--- src/pcit_pkg.sv ---
// Shared constants and types for the bus target port
package pcit_pkg;

	// Bus command codes as seen on the command/byte-enable lines
	localparam logic [3:0] CMD_IO_RD = 4'h2;
	localparam logic [3:0] CMD_IO_WR = 4'h3;
	localparam logic [3:0] CMD_MEM_RD = 4'h6;
	localparam logic [3:0] CMD_MEM_WR = 4'h7;
	localparam logic [3:0] CMD_CFG_RD = 4'hA;
	localparam logic [3:0] CMD_CFG_WR = 4'hB;
	localparam logic [3:0] CMD_MEM_RD_MULT = 4'hC;
	localparam logic [3:0] CMD_MEM_RD_LINE = 4'hE;
	localparam logic [3:0] CMD_MEM_WR_INV = 4'hF;

	// Address-phase encodings in the two low address bits
	localparam logic [1:0] BURST_LINEAR = 2'h0;
	localparam logic [1:0] CFG_TYPE0 = 2'h0;

	// Base address regions: index 0 is the operation registers, 1 to 4 the data FIFO
	localparam int NUM_BARS = 5;
	localparam int BAR_OPREG = 0;

	// First data phase of a FIFO read must start within this many bus clocks
	localparam int FIRST_PHASE_CLKS = 16;
	localparam int WAIT_W = 5;

	// Data path width and write buffer depth
	localparam int DATA_W = 32;
	localparam int BUF_DEPTH = 2;

	typedef enum logic [2:0] {ST_IDLE, ST_CLAIM, ST_DATA, ST_RELEASE, ST_BUSWAIT} pcit_state_e;
	typedef enum logic [1:0] {RG_OPREG, RG_CFG, RG_ROM, RG_FIFO} pcit_region_e;

	// Bus inputs travelling together through the synchroniser
	typedef struct packed {
		logic frame_n;
		logic irdy_n;
		logic idsel;
		logic [3:0] cbe_n;
		logic [DATA_W-1:0] ad;
	} pcit_bus_s;

	// Request towards the register, configuration and ROM logic
	typedef struct packed {
		logic valid;
		pcit_region_e space;
		logic we;
		logic [3:0] be_n;
		logic [DATA_W-1:0] addr;
		logic [DATA_W-1:0] wdata;
	} pcit_regreq_s;

	// Reset values
	localparam pcit_bus_s BUS_IDLE = '{frame_n: 1'b1, irdy_n: 1'b1, idsel: 1'b0, cbe_n: 4'hF, ad: 32'h0};
	localparam pcit_regreq_s REQ_IDLE = '{valid: 1'b0, space: RG_OPREG, we: 1'b0, be_n: 4'hF,
		addr: 32'h0, wdata: 32'h0};

endpackage

--- src/pcit_buf2.sv ---
// Two-entry buffer with registered head word and registered flags
`timescale 1ns/1ps
`default_nettype none
module pcit_buf2 import pcit_pkg::*; #(
	parameter int W = DATA_W
) (
	// Clock and reset
	input wire logic sys_clk,
	input wire logic srst,
	// Filling side
	input wire logic in_valid,
	input wire logic [W-1:0] in_data,
	output logic in_ready,
	// Draining side
	output logic out_valid,
	output logic [W-1:0] out_data,
	input wire logic out_ready
);

	logic head_v_q;
	logic spare_v_q;
	logic [W-1:0] head_q;
	logic [W-1:0] spare_q;

	// Handshakes; full only when the spare slot is taken
	wire push = in_valid & ~spare_v_q;
	wire pop = head_v_q & out_ready;

	assign in_ready = ~spare_v_q;
	assign out_valid = head_v_q;
	assign out_data = head_q;

	// Head always holds the oldest word so the reader sees it from a register
	always_ff @(posedge sys_clk) begin
		if (srst) begin
			head_v_q <= 1'b0;
			spare_v_q <= 1'b0;
			head_q <= '0;
			spare_q <= '0;
		end else if (pop) begin
			if (spare_v_q) begin
				head_q <= spare_q;
				spare_v_q <= push;
				if (push) begin
					spare_q <= in_data;
				end
			end else if (push) begin
				head_q <= in_data;
			end else begin
				head_v_q <= 1'b0;
			end
		end else if (push) begin
			if (!head_v_q) begin
				head_q <= in_data;
				head_v_q <= 1'b1;
			end else begin
				spare_q <= in_data;
				spare_v_q <= 1'b1;
			end
		end
	end

	// Words come out in the order they went in, never more than two held
	AST_BUF_NO_OVERFLOW: assert property (@(posedge sys_clk) disable iff (srst)
		spare_v_q |-> head_v_q)
		else $error("spare slot full while head empty");

endmodule
`default_nettype wire

--- src/pcit_target.sv ---
// Target-only bus transaction port: decode, claim, wait states and terminations
// Notes on behaviour
// - Address phase is the clock frame goes active; command is latched, address only for non-FIFO reads.
// - Reads leave a turn-around clock with AD undriven; writes go straight to data.
// - Claim only the nine supported I/O, memory and configuration commands.
// - Read-multiple and read-line act as memory read; write-invalidate as write.
// - Final phase is flagged by frame inactive and completes on both ready signals.
// - Each data phase takes at least one clock; wait states are whole clocks.
// - Transaction ends only when both frame and initiator ready are inactive.
// - Non-linear burst order gets stop with data in its first phase.
// - Configuration, operation register and ROM bursts disconnect after one phase.
// - Ready on reads only with valid data; no claim during the address phase.
// - Operation register read stops in clock 3 only if burst seen in clock 2.
// - FIFO read with no data ends with stop and no ready.
// - ROM read is retried until the serial memory has fetched four bytes.
// - Operation register writes always get stop in clock 3.
// - FIFO write while full ends with stop and no ready.
// - FIFO write bursts go on while the FIFO has room.
// - Disconnect drives stop, ready and select together and moves data.
// - Retry drives stop and select without ready; no data moves.
// - First FIFO read phase is retried if no data within 16 clocks of frame.
// - Never answer with a target abort.
`timescale 1ns/1ps
`default_nettype none
module pcit_target import pcit_pkg::*; (
	// Clock and reset
	input wire logic sys_clk,
	input wire logic srst,
	// Bus pins from the initiator
	input wire logic frame_n_in,
	input wire logic irdy_n_in,
	input wire logic idsel_in,
	input wire logic [3:0] cbe_n_in,
	input wire logic [DATA_W-1:0] ad_in,
	// Bus pins driven by the target
	output logic [DATA_W-1:0] ad_out,
	output logic ad_oe,
	output logic devsel_n_out,
	output logic trdy_n_out,
	output logic stop_n_out,
	output logic tgt_oe,
	// Region setup from configuration logic
	input wire logic [NUM_BARS-1:0][DATA_W-1:0] bar_base,
	input wire logic [NUM_BARS-1:0][DATA_W-1:0] bar_mask,
	input wire logic [NUM_BARS-1:0] bar_io,
	input wire logic rom_en,
	input wire logic [DATA_W-1:0] rom_base,
	input wire logic [DATA_W-1:0] rom_mask,
	// Register, configuration and ROM access
	output var pcit_regreq_s loc_req,
	input wire logic [DATA_W-1:0] loc_rdata,
	input wire logic rom_ready,
	// Add-on write stream
	output logic wr_valid,
	output logic [DATA_W-1:0] wr_data,
	input wire logic wr_ready,
	// Add-on read stream
	input wire logic rd_valid,
	input wire logic [DATA_W-1:0] rd_data,
	output logic rd_ready
);

	pcit_bus_s sync1_q;
	pcit_bus_s bus_q;
	logic frame_prev_q;
	pcit_state_e state_q;
	pcit_state_e state_d;
	pcit_region_e region_q;
	logic we_q;
	logic wrap_q;
	logic first_q;
	logic [WAIT_W-1:0] wait_q;
	logic devsel_q;
	logic trdy_q;
	logic stop_q;
	logic tgt_oe_q;
	logic ad_oe_q;
	logic [DATA_W-1:0] ad_out_q;
	logic rd_ready_q;
	logic gap_q;
	pcit_regreq_s req_q;
	logic buf_in_ready;

	// Two flip-flops on every bus pin before any logic looks at it
	always_ff @(posedge sys_clk) begin
		if (srst) begin
			sync1_q <= BUS_IDLE;
			bus_q <= BUS_IDLE;
			frame_prev_q <= 1'b1;
		end else begin
			sync1_q <= {frame_n_in, irdy_n_in, idsel_in, cbe_n_in, ad_in};
			bus_q <= sync1_q;
			frame_prev_q <= bus_q.frame_n;
		end
	end

	// Address phase and command decode; aliases fold onto plain read and write
	wire addr_phase = frame_prev_q & ~bus_q.frame_n;
	wire [3:0] cmd = bus_q.cbe_n;
	wire cmd_rd = (cmd == CMD_IO_RD) | (cmd == CMD_MEM_RD) | (cmd == CMD_CFG_RD)
		| (cmd == CMD_MEM_RD_MULT) | (cmd == CMD_MEM_RD_LINE);
	wire cmd_wr = (cmd == CMD_IO_WR) | (cmd == CMD_MEM_WR) | (cmd == CMD_CFG_WR)
		| (cmd == CMD_MEM_WR_INV);
	wire cmd_cfg = (cmd == CMD_CFG_RD) | (cmd == CMD_CFG_WR);
	wire cmd_io = (cmd == CMD_IO_RD) | (cmd == CMD_IO_WR);
	wire cmd_mem = (cmd_rd | cmd_wr) & ~cmd_cfg & ~cmd_io;

	// Region match per base address register
	logic [NUM_BARS-1:0] bar_hit;
	for (genvar i = 0; i < NUM_BARS; i++) begin : g_bar
		assign bar_hit[i] = ((bus_q.ad & bar_mask[i]) == bar_base[i]) & (bar_io[i] ? cmd_io : cmd_mem);
	end

	// Claim decision; unsupported commands never match anything
	wire rom_hit = rom_en & cmd_mem & ((bus_q.ad & rom_mask) == rom_base);
	wire cfg_hit = cmd_cfg & bus_q.idsel & (bus_q.ad[1:0] == CFG_TYPE0);
	wire fifo_hit = |bar_hit[NUM_BARS-1:1];
	wire any_hit = addr_phase & (cfg_hit | bar_hit[BAR_OPREG] | rom_hit | fifo_hit);
	wire pcit_region_e region_d = cfg_hit ? RG_CFG : bar_hit[BAR_OPREG] ? RG_OPREG : rom_hit ? RG_ROM : RG_FIFO;
	wire wrap_d = cmd_mem & (bus_q.ad[1:0] != BURST_LINEAR);

	// Data phase bookkeeping
	wire done = trdy_q & ~bus_q.irdy_n;
	wire in_claim = state_q == ST_CLAIM;
	wire burst_seen = in_claim & ~bus_q.frame_n & ~bus_q.irdy_n;
	wire is_fifo = region_q == RG_FIFO;
	wire wait_hit = wait_q == WAIT_W'(FIRST_PHASE_CLKS - 1);
	// Two dead clocks after each phase: pins reach the logic two clocks late, new data needs that long
	wire can_offer = in_claim | ((state_q == ST_DATA) & ~trdy_q & ~stop_q & ~gap_q);
	wire rom_wait = (region_q == RG_ROM) & ~we_q & ~rom_ready;
	wire single_ok = first_q & ~rom_wait;
	wire fifo_ok = we_q ? buf_in_ready : rd_valid;
	wire data_ok = is_fifo ? fifo_ok : single_ok;

	// Registers stop after one phase; writes always, reads on a seen burst or while ROM data is not ready
	wire single_stop = ~single_ok | we_q | burst_seen;
	// FIFO reads may wait for the add-on, but only inside the first-phase window
	wire fifo_stop = data_ok ? wrap_q & first_q : (we_q | ~first_q | wait_hit);
	wire give_trdy = can_offer & data_ok;
	wire give_stop = can_offer & (is_fifo ? fifo_stop : single_stop);

	// Transaction sequencing
	always_comb begin
		state_d = state_q;
		unique case (state_q)
			ST_IDLE: begin
				if (any_hit) begin
					state_d = ST_CLAIM;
				end
			end
			ST_CLAIM: begin
				state_d = ST_DATA;
			end
			ST_DATA: begin
				if (bus_q.frame_n & bus_q.irdy_n) begin
					state_d = ST_RELEASE;
				end else if (bus_q.frame_n & (done | (stop_q & ~trdy_q))) begin
					state_d = ST_RELEASE;
				end
			end
			ST_RELEASE: begin
				state_d = ST_BUSWAIT;
			end
			ST_BUSWAIT: begin
				if (bus_q.frame_n & bus_q.irdy_n) begin
					state_d = ST_IDLE;
				end
			end
		endcase
	end

	// Target control lines; stop is never raised without select
	wire in_data_next = state_d == ST_DATA;
	wire trdy_d = in_data_next & (give_trdy | (trdy_q & ~done));
	wire stop_d = in_data_next & (stop_q | give_stop);
	wire devsel_d = (state_d == ST_CLAIM) | in_data_next;
	wire tgt_oe_d = devsel_d | (state_d == ST_RELEASE);
	wire ad_oe_d = in_data_next & ~we_q;

	always_ff @(posedge sys_clk) begin
		if (srst) begin
			state_q <= ST_IDLE;
			devsel_q <= 1'b0;
			trdy_q <= 1'b0;
			stop_q <= 1'b0;
			tgt_oe_q <= 1'b0;
			ad_oe_q <= 1'b0;
			gap_q <= 1'b0;
		end else begin
			gap_q <= done;
			state_q <= state_d;
			devsel_q <= devsel_d;
			trdy_q <= trdy_d;
			stop_q <= stop_d;
			tgt_oe_q <= tgt_oe_d;
			ad_oe_q <= ad_oe_d;
		end
	end

	// Cycle context latched in the address phase
	always_ff @(posedge sys_clk) begin
		if (srst) begin
			region_q <= RG_OPREG;
			we_q <= 1'b0;
			wrap_q <= 1'b0;
			first_q <= 1'b0;
			wait_q <= '0;
		end else if (state_q == ST_IDLE) begin
			region_q <= region_d;
			we_q <= cmd_wr;
			wrap_q <= wrap_d;
			first_q <= 1'b1;
			wait_q <= WAIT_W'(1);
		end else begin
			first_q <= first_q & ~done;
			wait_q <= wait_hit ? wait_q : wait_q + WAIT_W'(1);
		end
	end

	// Read data is loaded only when ready is offered, so it is stable under ready
	always_ff @(posedge sys_clk) begin
		if (srst) begin
			ad_out_q <= '0;
			rd_ready_q <= 1'b0;
		end else begin
			if (give_trdy & ~we_q) begin
				ad_out_q <= is_fifo ? rd_data : loc_rdata;
			end
			rd_ready_q <= done & is_fifo & ~we_q;
		end
	end

	// Register port: reads issued at claim, writes once their data phase completes
	always_ff @(posedge sys_clk) begin
		if (srst) begin
			req_q <= REQ_IDLE;
		end else if (any_hit & cmd_rd & (region_d != RG_FIFO)) begin
			req_q <= '{valid: 1'b1, space: region_d, we: 1'b0, be_n: 4'h0, addr: bus_q.ad, wdata: req_q.wdata};
		end else if (done & we_q & ~is_fifo) begin
			req_q <= '{valid: 1'b1, space: region_q, we: 1'b1, be_n: bus_q.cbe_n, addr: req_q.addr,
				wdata: bus_q.ad};
		end else begin
			req_q.valid <= 1'b0;
		end
	end

	// FIFO writes land in a small buffer so a stalled add-on loses no word
	pcit_buf2 #(.W(DATA_W)) u_wbuf (
		.sys_clk(sys_clk),
		.srst(srst),
		.in_valid(done & we_q & is_fifo),
		.in_data(bus_q.ad),
		.in_ready(buf_in_ready),
		.out_valid(wr_valid),
		.out_data(wr_data),
		.out_ready(wr_ready)
	);

	// Pin drive: asserted levels are low on the wire
	assign devsel_n_out = ~devsel_q;
	assign trdy_n_out = ~trdy_q;
	assign stop_n_out = ~stop_q;
	assign tgt_oe = tgt_oe_q;
	assign ad_oe = ad_oe_q;
	assign ad_out = ad_out_q;
	assign rd_ready = rd_ready_q;
	assign loc_req = req_q;

	AST_NO_ABORT: assert property (@(posedge sys_clk) disable iff (srst)
		stop_q |-> devsel_q)
		else $error("stop without select");

	AST_CLAIM_SUPPORTED: assert property (@(posedge sys_clk) disable iff (srst)
		$rose(devsel_q) |-> $past(addr_phase & (cmd_rd | cmd_wr)))
		else $error("claimed an unsupported command");

	AST_READ_TURNAROUND: assert property (@(posedge sys_clk) disable iff (srst)
		(in_claim & ~we_q) |-> ~ad_oe_q ##1 ad_oe_q)
		else $error("read turn-around not kept");

	AST_READY_WITH_DATA: assert property (@(posedge sys_clk) disable iff (srst)
		(trdy_q & ~we_q) |-> (ad_oe_q & (~$past(trdy_q) | $stable(ad_out_q))))
		else $error("read ready without stable data");

	AST_OPRD_BURST_STOP: assert property (@(posedge sys_clk) disable iff (srst)
		(in_claim & (region_q == RG_OPREG) & ~we_q) |=> (stop_q == $past(burst_seen)) & trdy_q)
		else $error("register read stop in clock 3 wrong");

	AST_OPWR_STOP: assert property (@(posedge sys_clk) disable iff (srst)
		(in_claim & (region_q == RG_OPREG) & we_q) |=> stop_q & trdy_q & devsel_q)
		else $error("register write not disconnected in clock 3");

	AST_ROM_RETRY: assert property (@(posedge sys_clk) disable iff (srst)
		(in_claim & rom_wait) |=> stop_q & ~trdy_q)
		else $error("ROM read not retried");

	AST_FIFO_FULL_RETRY: assert property (@(posedge sys_clk) disable iff (srst)
		(in_claim & is_fifo & we_q & ~buf_in_ready) |=> stop_q & ~trdy_q)
		else $error("full FIFO write not retried");

	AST_WRAP_DISCONNECT: assert property (@(posedge sys_clk) disable iff (srst)
		(in_claim & is_fifo & wrap_q & (we_q ? buf_in_ready : rd_valid)) |=> stop_q & trdy_q)
		else $error("wrap burst not disconnected in first phase");

	AST_FIRST_READ_LIMIT: assert property (@(posedge sys_clk) disable iff (srst)
		(can_offer & is_fifo & ~we_q & first_q & ~rd_valid & wait_hit) |=> stop_q & ~trdy_q)
		else $error("slow first read not retried");

	AST_IDLE_AFTER_BUS: assert property (@(posedge sys_clk) disable iff (srst)
		(state_q == ST_BUSWAIT & bus_q.frame_n & bus_q.irdy_n) |=> (state_q == ST_IDLE) & ~tgt_oe_q)
		else $error("bus idle not taken as end of transaction");

endmodule
`default_nettype wire

--- config.mk ---
export PLATFORM = sky130hd
export DESIGN_NAME = pcit_target
export DESIGN_NICKNAME = d
export VERILOG_FILES = /design/src/pcit_pkg.sv /design/src/pcit_buf2.sv /design/src/pcit_target.sv
export SDC_FILE = /design/constraint.sdc
export NUM_CORES = 1
export LEC_CHECK = 0
export BUFFER_PORTS_ARGS = -buffer_cell sky130_fd_sc_hd__buf_2
export CAP_MARGIN = 25
export CORE_AREA = 4 4 247 249
export DETAILED_ROUTE_END_ITERATION = 16
export DIE_AREA = 0 0 251 253
export GPL_ROUTABILITY_DRIVEN = 0
export PLACE_DENSITY_LB_ADDON = 0.15
export SLEW_MARGIN = 20
export SYNTH_ARGS = -nofsm -noshare
export SYNTH_HDL_FRONTEND = slang
export SYNTH_SLANG_ARGS = --single-unit
--- constraint.sdc ---
create_clock -name sys_clk -period 5.6 [get_ports sys_clk]
set_clock_uncertainty 0.05 [all_clocks]
set_input_delay 0.56 -clock sys_clk [delete_from_list [all_inputs] [get_ports sys_clk]]
set_output_delay 0.56 -clock sys_clk [all_outputs]
set_load 0.005 [all_outputs]
-- Word-level counts from Yosys, hierarchy flattened
Index checks and enable logic that the tools add are counted.
- register bits: 269
- output and inout port bits: 143
- logic and storage cells: 215
- add/sub/neg operators: 1
- equal/unequal tests: 32
- muxes and demuxes: 41
- bitwise operators: 90
- reduce and logical (&&, ||, !) cells: 15
- operator list (operator ; count):
    2-to-1 mux 32 bit ; 10
    AND 32 bit ; 6
    equality test 32 bit ; 6
    2-to-1 mux 72 bit ; 1
    2-to-1 mux 71 bit ; 1
    AND 1 bit ; 44
    bitwise OR 1 bit ; 23
    2-to-1 mux 1 bit ; 22
    equality test 4 bit (second input constant) ; 5
    NOT 1 bit ; 17
    case mux 3 bit (5 select lines) ; 1
    equality test 3 x 2 -> 1 bit (second input constant) ; 4
    2-to-1 mux 3 bit ; 4
    != test 2 bit (second input constant) ; 5
    nonzero test 2 bit ; 5
    equality test 4 x 2 -> 1 bit (second input constant) ; 2
    equality test 4 x 3 -> 1 bit (second input constant) ; 2
    equality test 3 x 1 -> 1 bit (second input constant) ; 2
    AND reduction 3 bit ; 2
    adder 5 x 1 -> 5 bit (second input constant) ; 1
    equality test 5 x 4 -> 1 bit (second input constant) ; 1
    equality test 2 bit (second input constant) ; 2
    2-to-1 mux 2 bit ; 2
    != test 2 x 1 -> 1 bit (second input constant) ; 2
    7 further kinds ; 9

-- Logic depth before layout (Yosys ltp)
- depth in word-level cells: 19
- depth in mapped cells: 11

-- Hierarchy
From an unflattened synthesis, not the netlist that was laid out.
- cells, all modules: 1666
- area total of the unflattened synthesis: 13182.6 um^2
- modules (own cells, without submodules) (module ; instances ; cells each ; area each (um^2) ; sequential area each (um^2)):
    pcit_target ; 1 ; 1255 ; 10117.2 ; 4063.9
    pcit_buf2 ; 1 ; 411 ; 3065.4 ; 1321.3

-- Worst setup path before layout
Ideal clock, no wire load.
- kind: in2reg
- from: in bar_mask[31] in the netlist's numbering
- to: reg req_q (netlist bit loc_req[60])
- library setup time: 128 ps
- arrival time: 2143 ps
- required time: 5422 ps
- path slack: 3279 ps
- cell stages on the path: 9
- path buffers: 1
- cell sequence: a21o_1 -> a211oi_1 -> nand4_1 -> nor4_2 -> a21oi_1 -> a21oi_4 -> buf_2 -> mux2i_1 -> nor2_1
- cells in the longest elaborated chain, start to end: 10
- elaborated cells on any way between the ends: 13
- those cells by class: 2 x eq/ne; 3 x mux; 8 x bitwise
- ends and longest elaborated chain (what ; line ; RTL):
    start, declared ; pcit_target.sv:44 ; input wire logic [NUM_BARS-1:0][DATA_W-1:0] bar_mask,
    AND 32 bit * ; pcit_target.sv:111 ; assign bar_hit[i] = ((bus_q.ad & bar_mask[i]) == bar_base[i]) & (bar_io[i] ? cmd_io : cmd_mem);
    equality test 32 bit * ; pcit_target.sv:111 ;
    AND 1 bit * ; pcit_target.sv:111 ;
    bitwise OR 1 bit (3 in series) ; pcit_target.sv:118 ; wire any_hit = addr_phase & (cfg_hit | bar_hit[BAR_OPREG] | rom_hit | fifo_hit);
    AND 1 bit ; pcit_target.sv:118 ;
    AND 1 bit ; pcit_target.sv:237 ; end else if (any_hit & cmd_rd & (region_d != RG_FIFO)) begin
    AND 1 bit * ; pcit_target.sv:237 ;
    2-to-1 mux 72 bit ; pcit_target.sv:237 ;
    end signal, assigned ; pcit_target.sv:238 ; req_q <= '{valid: 1'b1, space: region_d, we: 1'b0, be_n: 4'h0, addr: bus_q.ad, wdata: req_q.wdata};
    end signal, assigned ; pcit_target.sv:240 ; req_q <= '{valid: 1'b1, space: region_q, we: 1'b1, be_n: bus_q.cbe_n, addr: req_q.addr,
    end, declared ; pcit_target.sv:81 ; pcit_regreq_s req_q;
Every way passes the cells marked *; elsewhere a longest branch is shown, timed or not.
A chain may end at the register's enable or synchronous reset.

-- Worst setup path after layout
- from: reg bus_q[3] in the netlist's numbering
- to: reg req_q (netlist bit loc_req[45])
- cells in the longest elaborated chain, start to end: 10
- elaborated cells on any way between the ends: 30
- those cells by class: 7 x eq/ne; 4 x mux; 18 x bitwise; 1 x reduce/logical
- ends and longest elaborated chain (what ; line ; RTL):
    start, declared ; pcit_target.sv:64 ; pcit_bus_s bus_q;
    start signal, assigned ; pcit_target.sv:92 ; bus_q <= sync1_q;
    AND 32 bit ; pcit_target.sv:111 ;
    equality test 32 bit ; pcit_target.sv:111 ;
    AND 1 bit ; pcit_target.sv:111 ;
    bitwise OR 1 bit (3 in series) ; pcit_target.sv:118 ;
    AND 1 bit ; pcit_target.sv:118 ;
    AND 1 bit ; pcit_target.sv:237 ;
    AND 1 bit * ; pcit_target.sv:237 ;
    2-to-1 mux 72 bit ; pcit_target.sv:237 ;
Marks and branches as above.

==> results.cfg <==
[setup_path]
crit_path_end_kind = flop
worst_setup_path_start_kind = flop
cp.required_ps = 5950
crit_fanout = 30
arrival_ps = 4650
path_class = reg -> reg

[cells_and_area]
drive_above_1_share = 0.353
fin_nets = 2641
nFillCells = 6355
regArea_um2 = 5390
syn_to_final_growth_pct = 41.7
fin_area_um2 = 18000
multiInputGateArea_um2 = 6840

[yosys]
yosys-top-cells-count = 349 x nand2_1, 269 x dfxtp_1, 138 x xor2_1
postSynth.asyncResetShare = 0
syn_area_per_cell_um2 = 8.27
synth_top_area_cell = dfxtp_1
synth_edf_count = 0
netlist_area_um2 = 12700
ys_seq_area_frac = 0.424
ys_ff_latch = 269
netlist-cell-type-count = 51
yosysMostFrequentCell = nand2_1
synth_ff_type = dfxtp_1
synth_top_area_share = 0.424
yosysWarnings = 0
synthTopCellsByArea = dfxtp_1 42%, nand2_1 10%, xor2_1 9.5%, mux2i_1 5.9%, nor2b_1 3.7%
synth_nets = 2036
synth_cells = 1536

[power]
pwr-share-seq = 0.406
p_switching_mw = 1.22
power_density_nw_per_um2 = 273
p_sw_frac = 0.248
p_int_mw = 3.69
total_power_mw = 4.91
ir_drop_uv = 159
p_leak_nw = 7.81
p_clk_frac = 0.495
combPwrFrac = 0.099

[cts]
post_cts_resized = 0
hold_buffers = 0
worstSkewPairLatency_ps = 540
postCtsSetupBuffers = 0
cts_made_buffers = 36
clock-root-buffer = clkbuf_16
path_clk_slew_ps = 60
cts_tree = yes
cts.path.max_buffers = 3
cts_sinks = 269
htree_num_levels = 2

[sta]
rsz0062_at_grt = no
hold_violations = 0
fin_ws_ps = 1290
max_freq_mhz = 232
setup_tns_ps = 0
period_share = 0.769
slew_headroom = 0.271
period_needed_ps = 4310
slew_viol_final = 0
worst_pin_slew_ps = 1090
setup_viol = 0

[floorplan]
design.core.area_um2 = 58700
dieHeight_um = 253
initial_core_util = 0.217
pin_count = 641
rows = 89
fp.dieW_um = 251
dieArea_um2 = 63500

[route]
wl_met1_mm = 30.5
routedWlPerCell_um = 23.6
met2_wirelength_mm = 31.6
met3_wirelength_mm = 5.06
highest_layer = met5
first_iter_violations = 896
dr.pass1.iters = 5
wl_mm = 69.6
drc = 0
vias = 13400
ant_nets = 0
viasPerCell = 4.53

[place]
portBuffers = 640
place_area_um2 = 16700
dp_hpwl_mm = 54.3
preCtsSetupSlack_ps = 1290

[global_route]
grt_max_degree = 136
grt_pass1_vias = 13200
grt_pass1_wl_mm = 95.1
grt_usage = 0.208
grt_overflow = 0
antenna_found_initial = 18

[min_path]
min_path_type = in -> reg

[job]
maxCapViolations = 0

[run_status]
status = finished, final reports clean
flip-flops by register name, summed over array words and instances (netlist names), 2 cells and up:
register	count
loc_req	72
sync1_q	39
bus_q	35
ad_out	32
u_wbuf.out_data	32
u_wbuf.spare_q	32
wait_q	5
cmd	4
state_q	3
region_q	2
path summary, 6_finish.rpt:
| check | start | endpoint | slack [ps] | cells past startpoint |
|---|---|---|---|---|
| hold / removal | irdy_n_in | sync1_q[37]$_SDFF_PP1_ | 150 | 2 |
| hold reg to reg | sync1_q[9]$_SDFF_PP0_ | bus_q[9]$_SDFF_PP0_ | 360 | 1 |
| setup / recovery | bus_q[3]$_SDFF_PP0_ | loc_req[45]$_SDFFE_PP0P_ | 1290 | 9 |
| setup reg to reg | bus_q[3]$_SDFF_PP0_ | loc_req[45]$_SDFFE_PP0P_ | 1290 | 9 |
layout by cell type (no fill, tap or decap), drive strengths merged, types with 2 or more instances in the layout:
cell    Yosys  routed
o311ai      2       2
a21boi      5       5
nand2     349     349
nor2b      75      75
a311oi     32      32
nand4      41      41
buf        50     677
nand3      41      41
ha          2       2
xor2      138     138
clkbuf     61      50
o21ai       7       7
mux2i      75      75
nor4       16      16
diode       0       5
o21a        2       2
a21o        4       4
xnor2      36      36
and2        2       2
dfxtp     269     269
o221ai      2       2
and3b       4       4
nor2      121     121
clkinv      0       9
a21oi      89      89
inv         6       8
nand2b      5       5
or2        16      16
bufinv      0       4
nand3b      2       2
nor3       12      12
o22a        4       4
and3       10      10
a32o        3       3
a211oi     38      38
o21bai      3       3
per-layer routing:
metal,GRT usage,up-vias
met2,0.332,526
met3,0.0586,128
met4,0.0707,20
met5,0,-
li1,-,6380
met1,0.270,6303
power groups by stage:
stage / Clock (mW) / Combinational, mW / Sequential, mW
6_report: 2.43 / 0.488 / 1.99
4_1_cts: 2.51 / 0.490 / 1.99
3_5_place_dp: 0 / 0.488 / 2.03
5_1_grt: 2.59 / 0.531 / 1.99
2_1_floorplan: 0 / 0.205 / 1.99
3_3_place_gp: 0 / 0.486 / 2.03
metrics by stage:
step / hold WS, ps / util / std cells
detailed placement: 350 / 0.285 / 2876
global placement: 349 / 0.285 / 2876
floorplan: 339 / - / 1536
global route: 123 / 0.307 / 2942
finish: 154 / 0.307 / 2946
CTS: 110 / 0.306 / 2941
critical path, cell delays in order (launching register included):
cell and delay (ps):
dfxtp_1 1040, a21boi_0 220, a211oi_1 270, nand4_1 190
nor4_2 670, a21oi_1 290, a21oi_4 450, buf_4 590
mux2i_1 270, nor2_1 50
final cells by class:
| class | instances | share of cell area |
|---|---|---|
| Clock buffer | 49 | 0.0590 |
| Timing Repair Buffer | 678 | 0.195 |
| Sequential cell | 269 | 0.299 |
| Inverter | 6 | 0.00125 |
| Clock inverter | 16 | 0.0114 |
| Multi-Input combinational cell | 1150 | 0.380 |
| Tap cell | 773 | 0.0537 |
| Antenna cell | 5 | 0.000695 |
cells by family (layout without fill, tap and decap cells):
group                    Yosys count  after routing  share of synthesized area
multiplexers                      75             75                     0.0591
buffers and inverters            117            749                     0.0412
AND/OR/NAND/NOR                  701            701                      0.250
XOR/XNOR                         174            174                      0.120
AO/OA/AOI/OAI                    198            198                      0.104
other                              0              5                          0
adder cells (fa/ha/maj)            2              2                    0.00197
flip-flops                       269            269                      0.424
No activity file was read; power rests on OpenSTA's default activity.
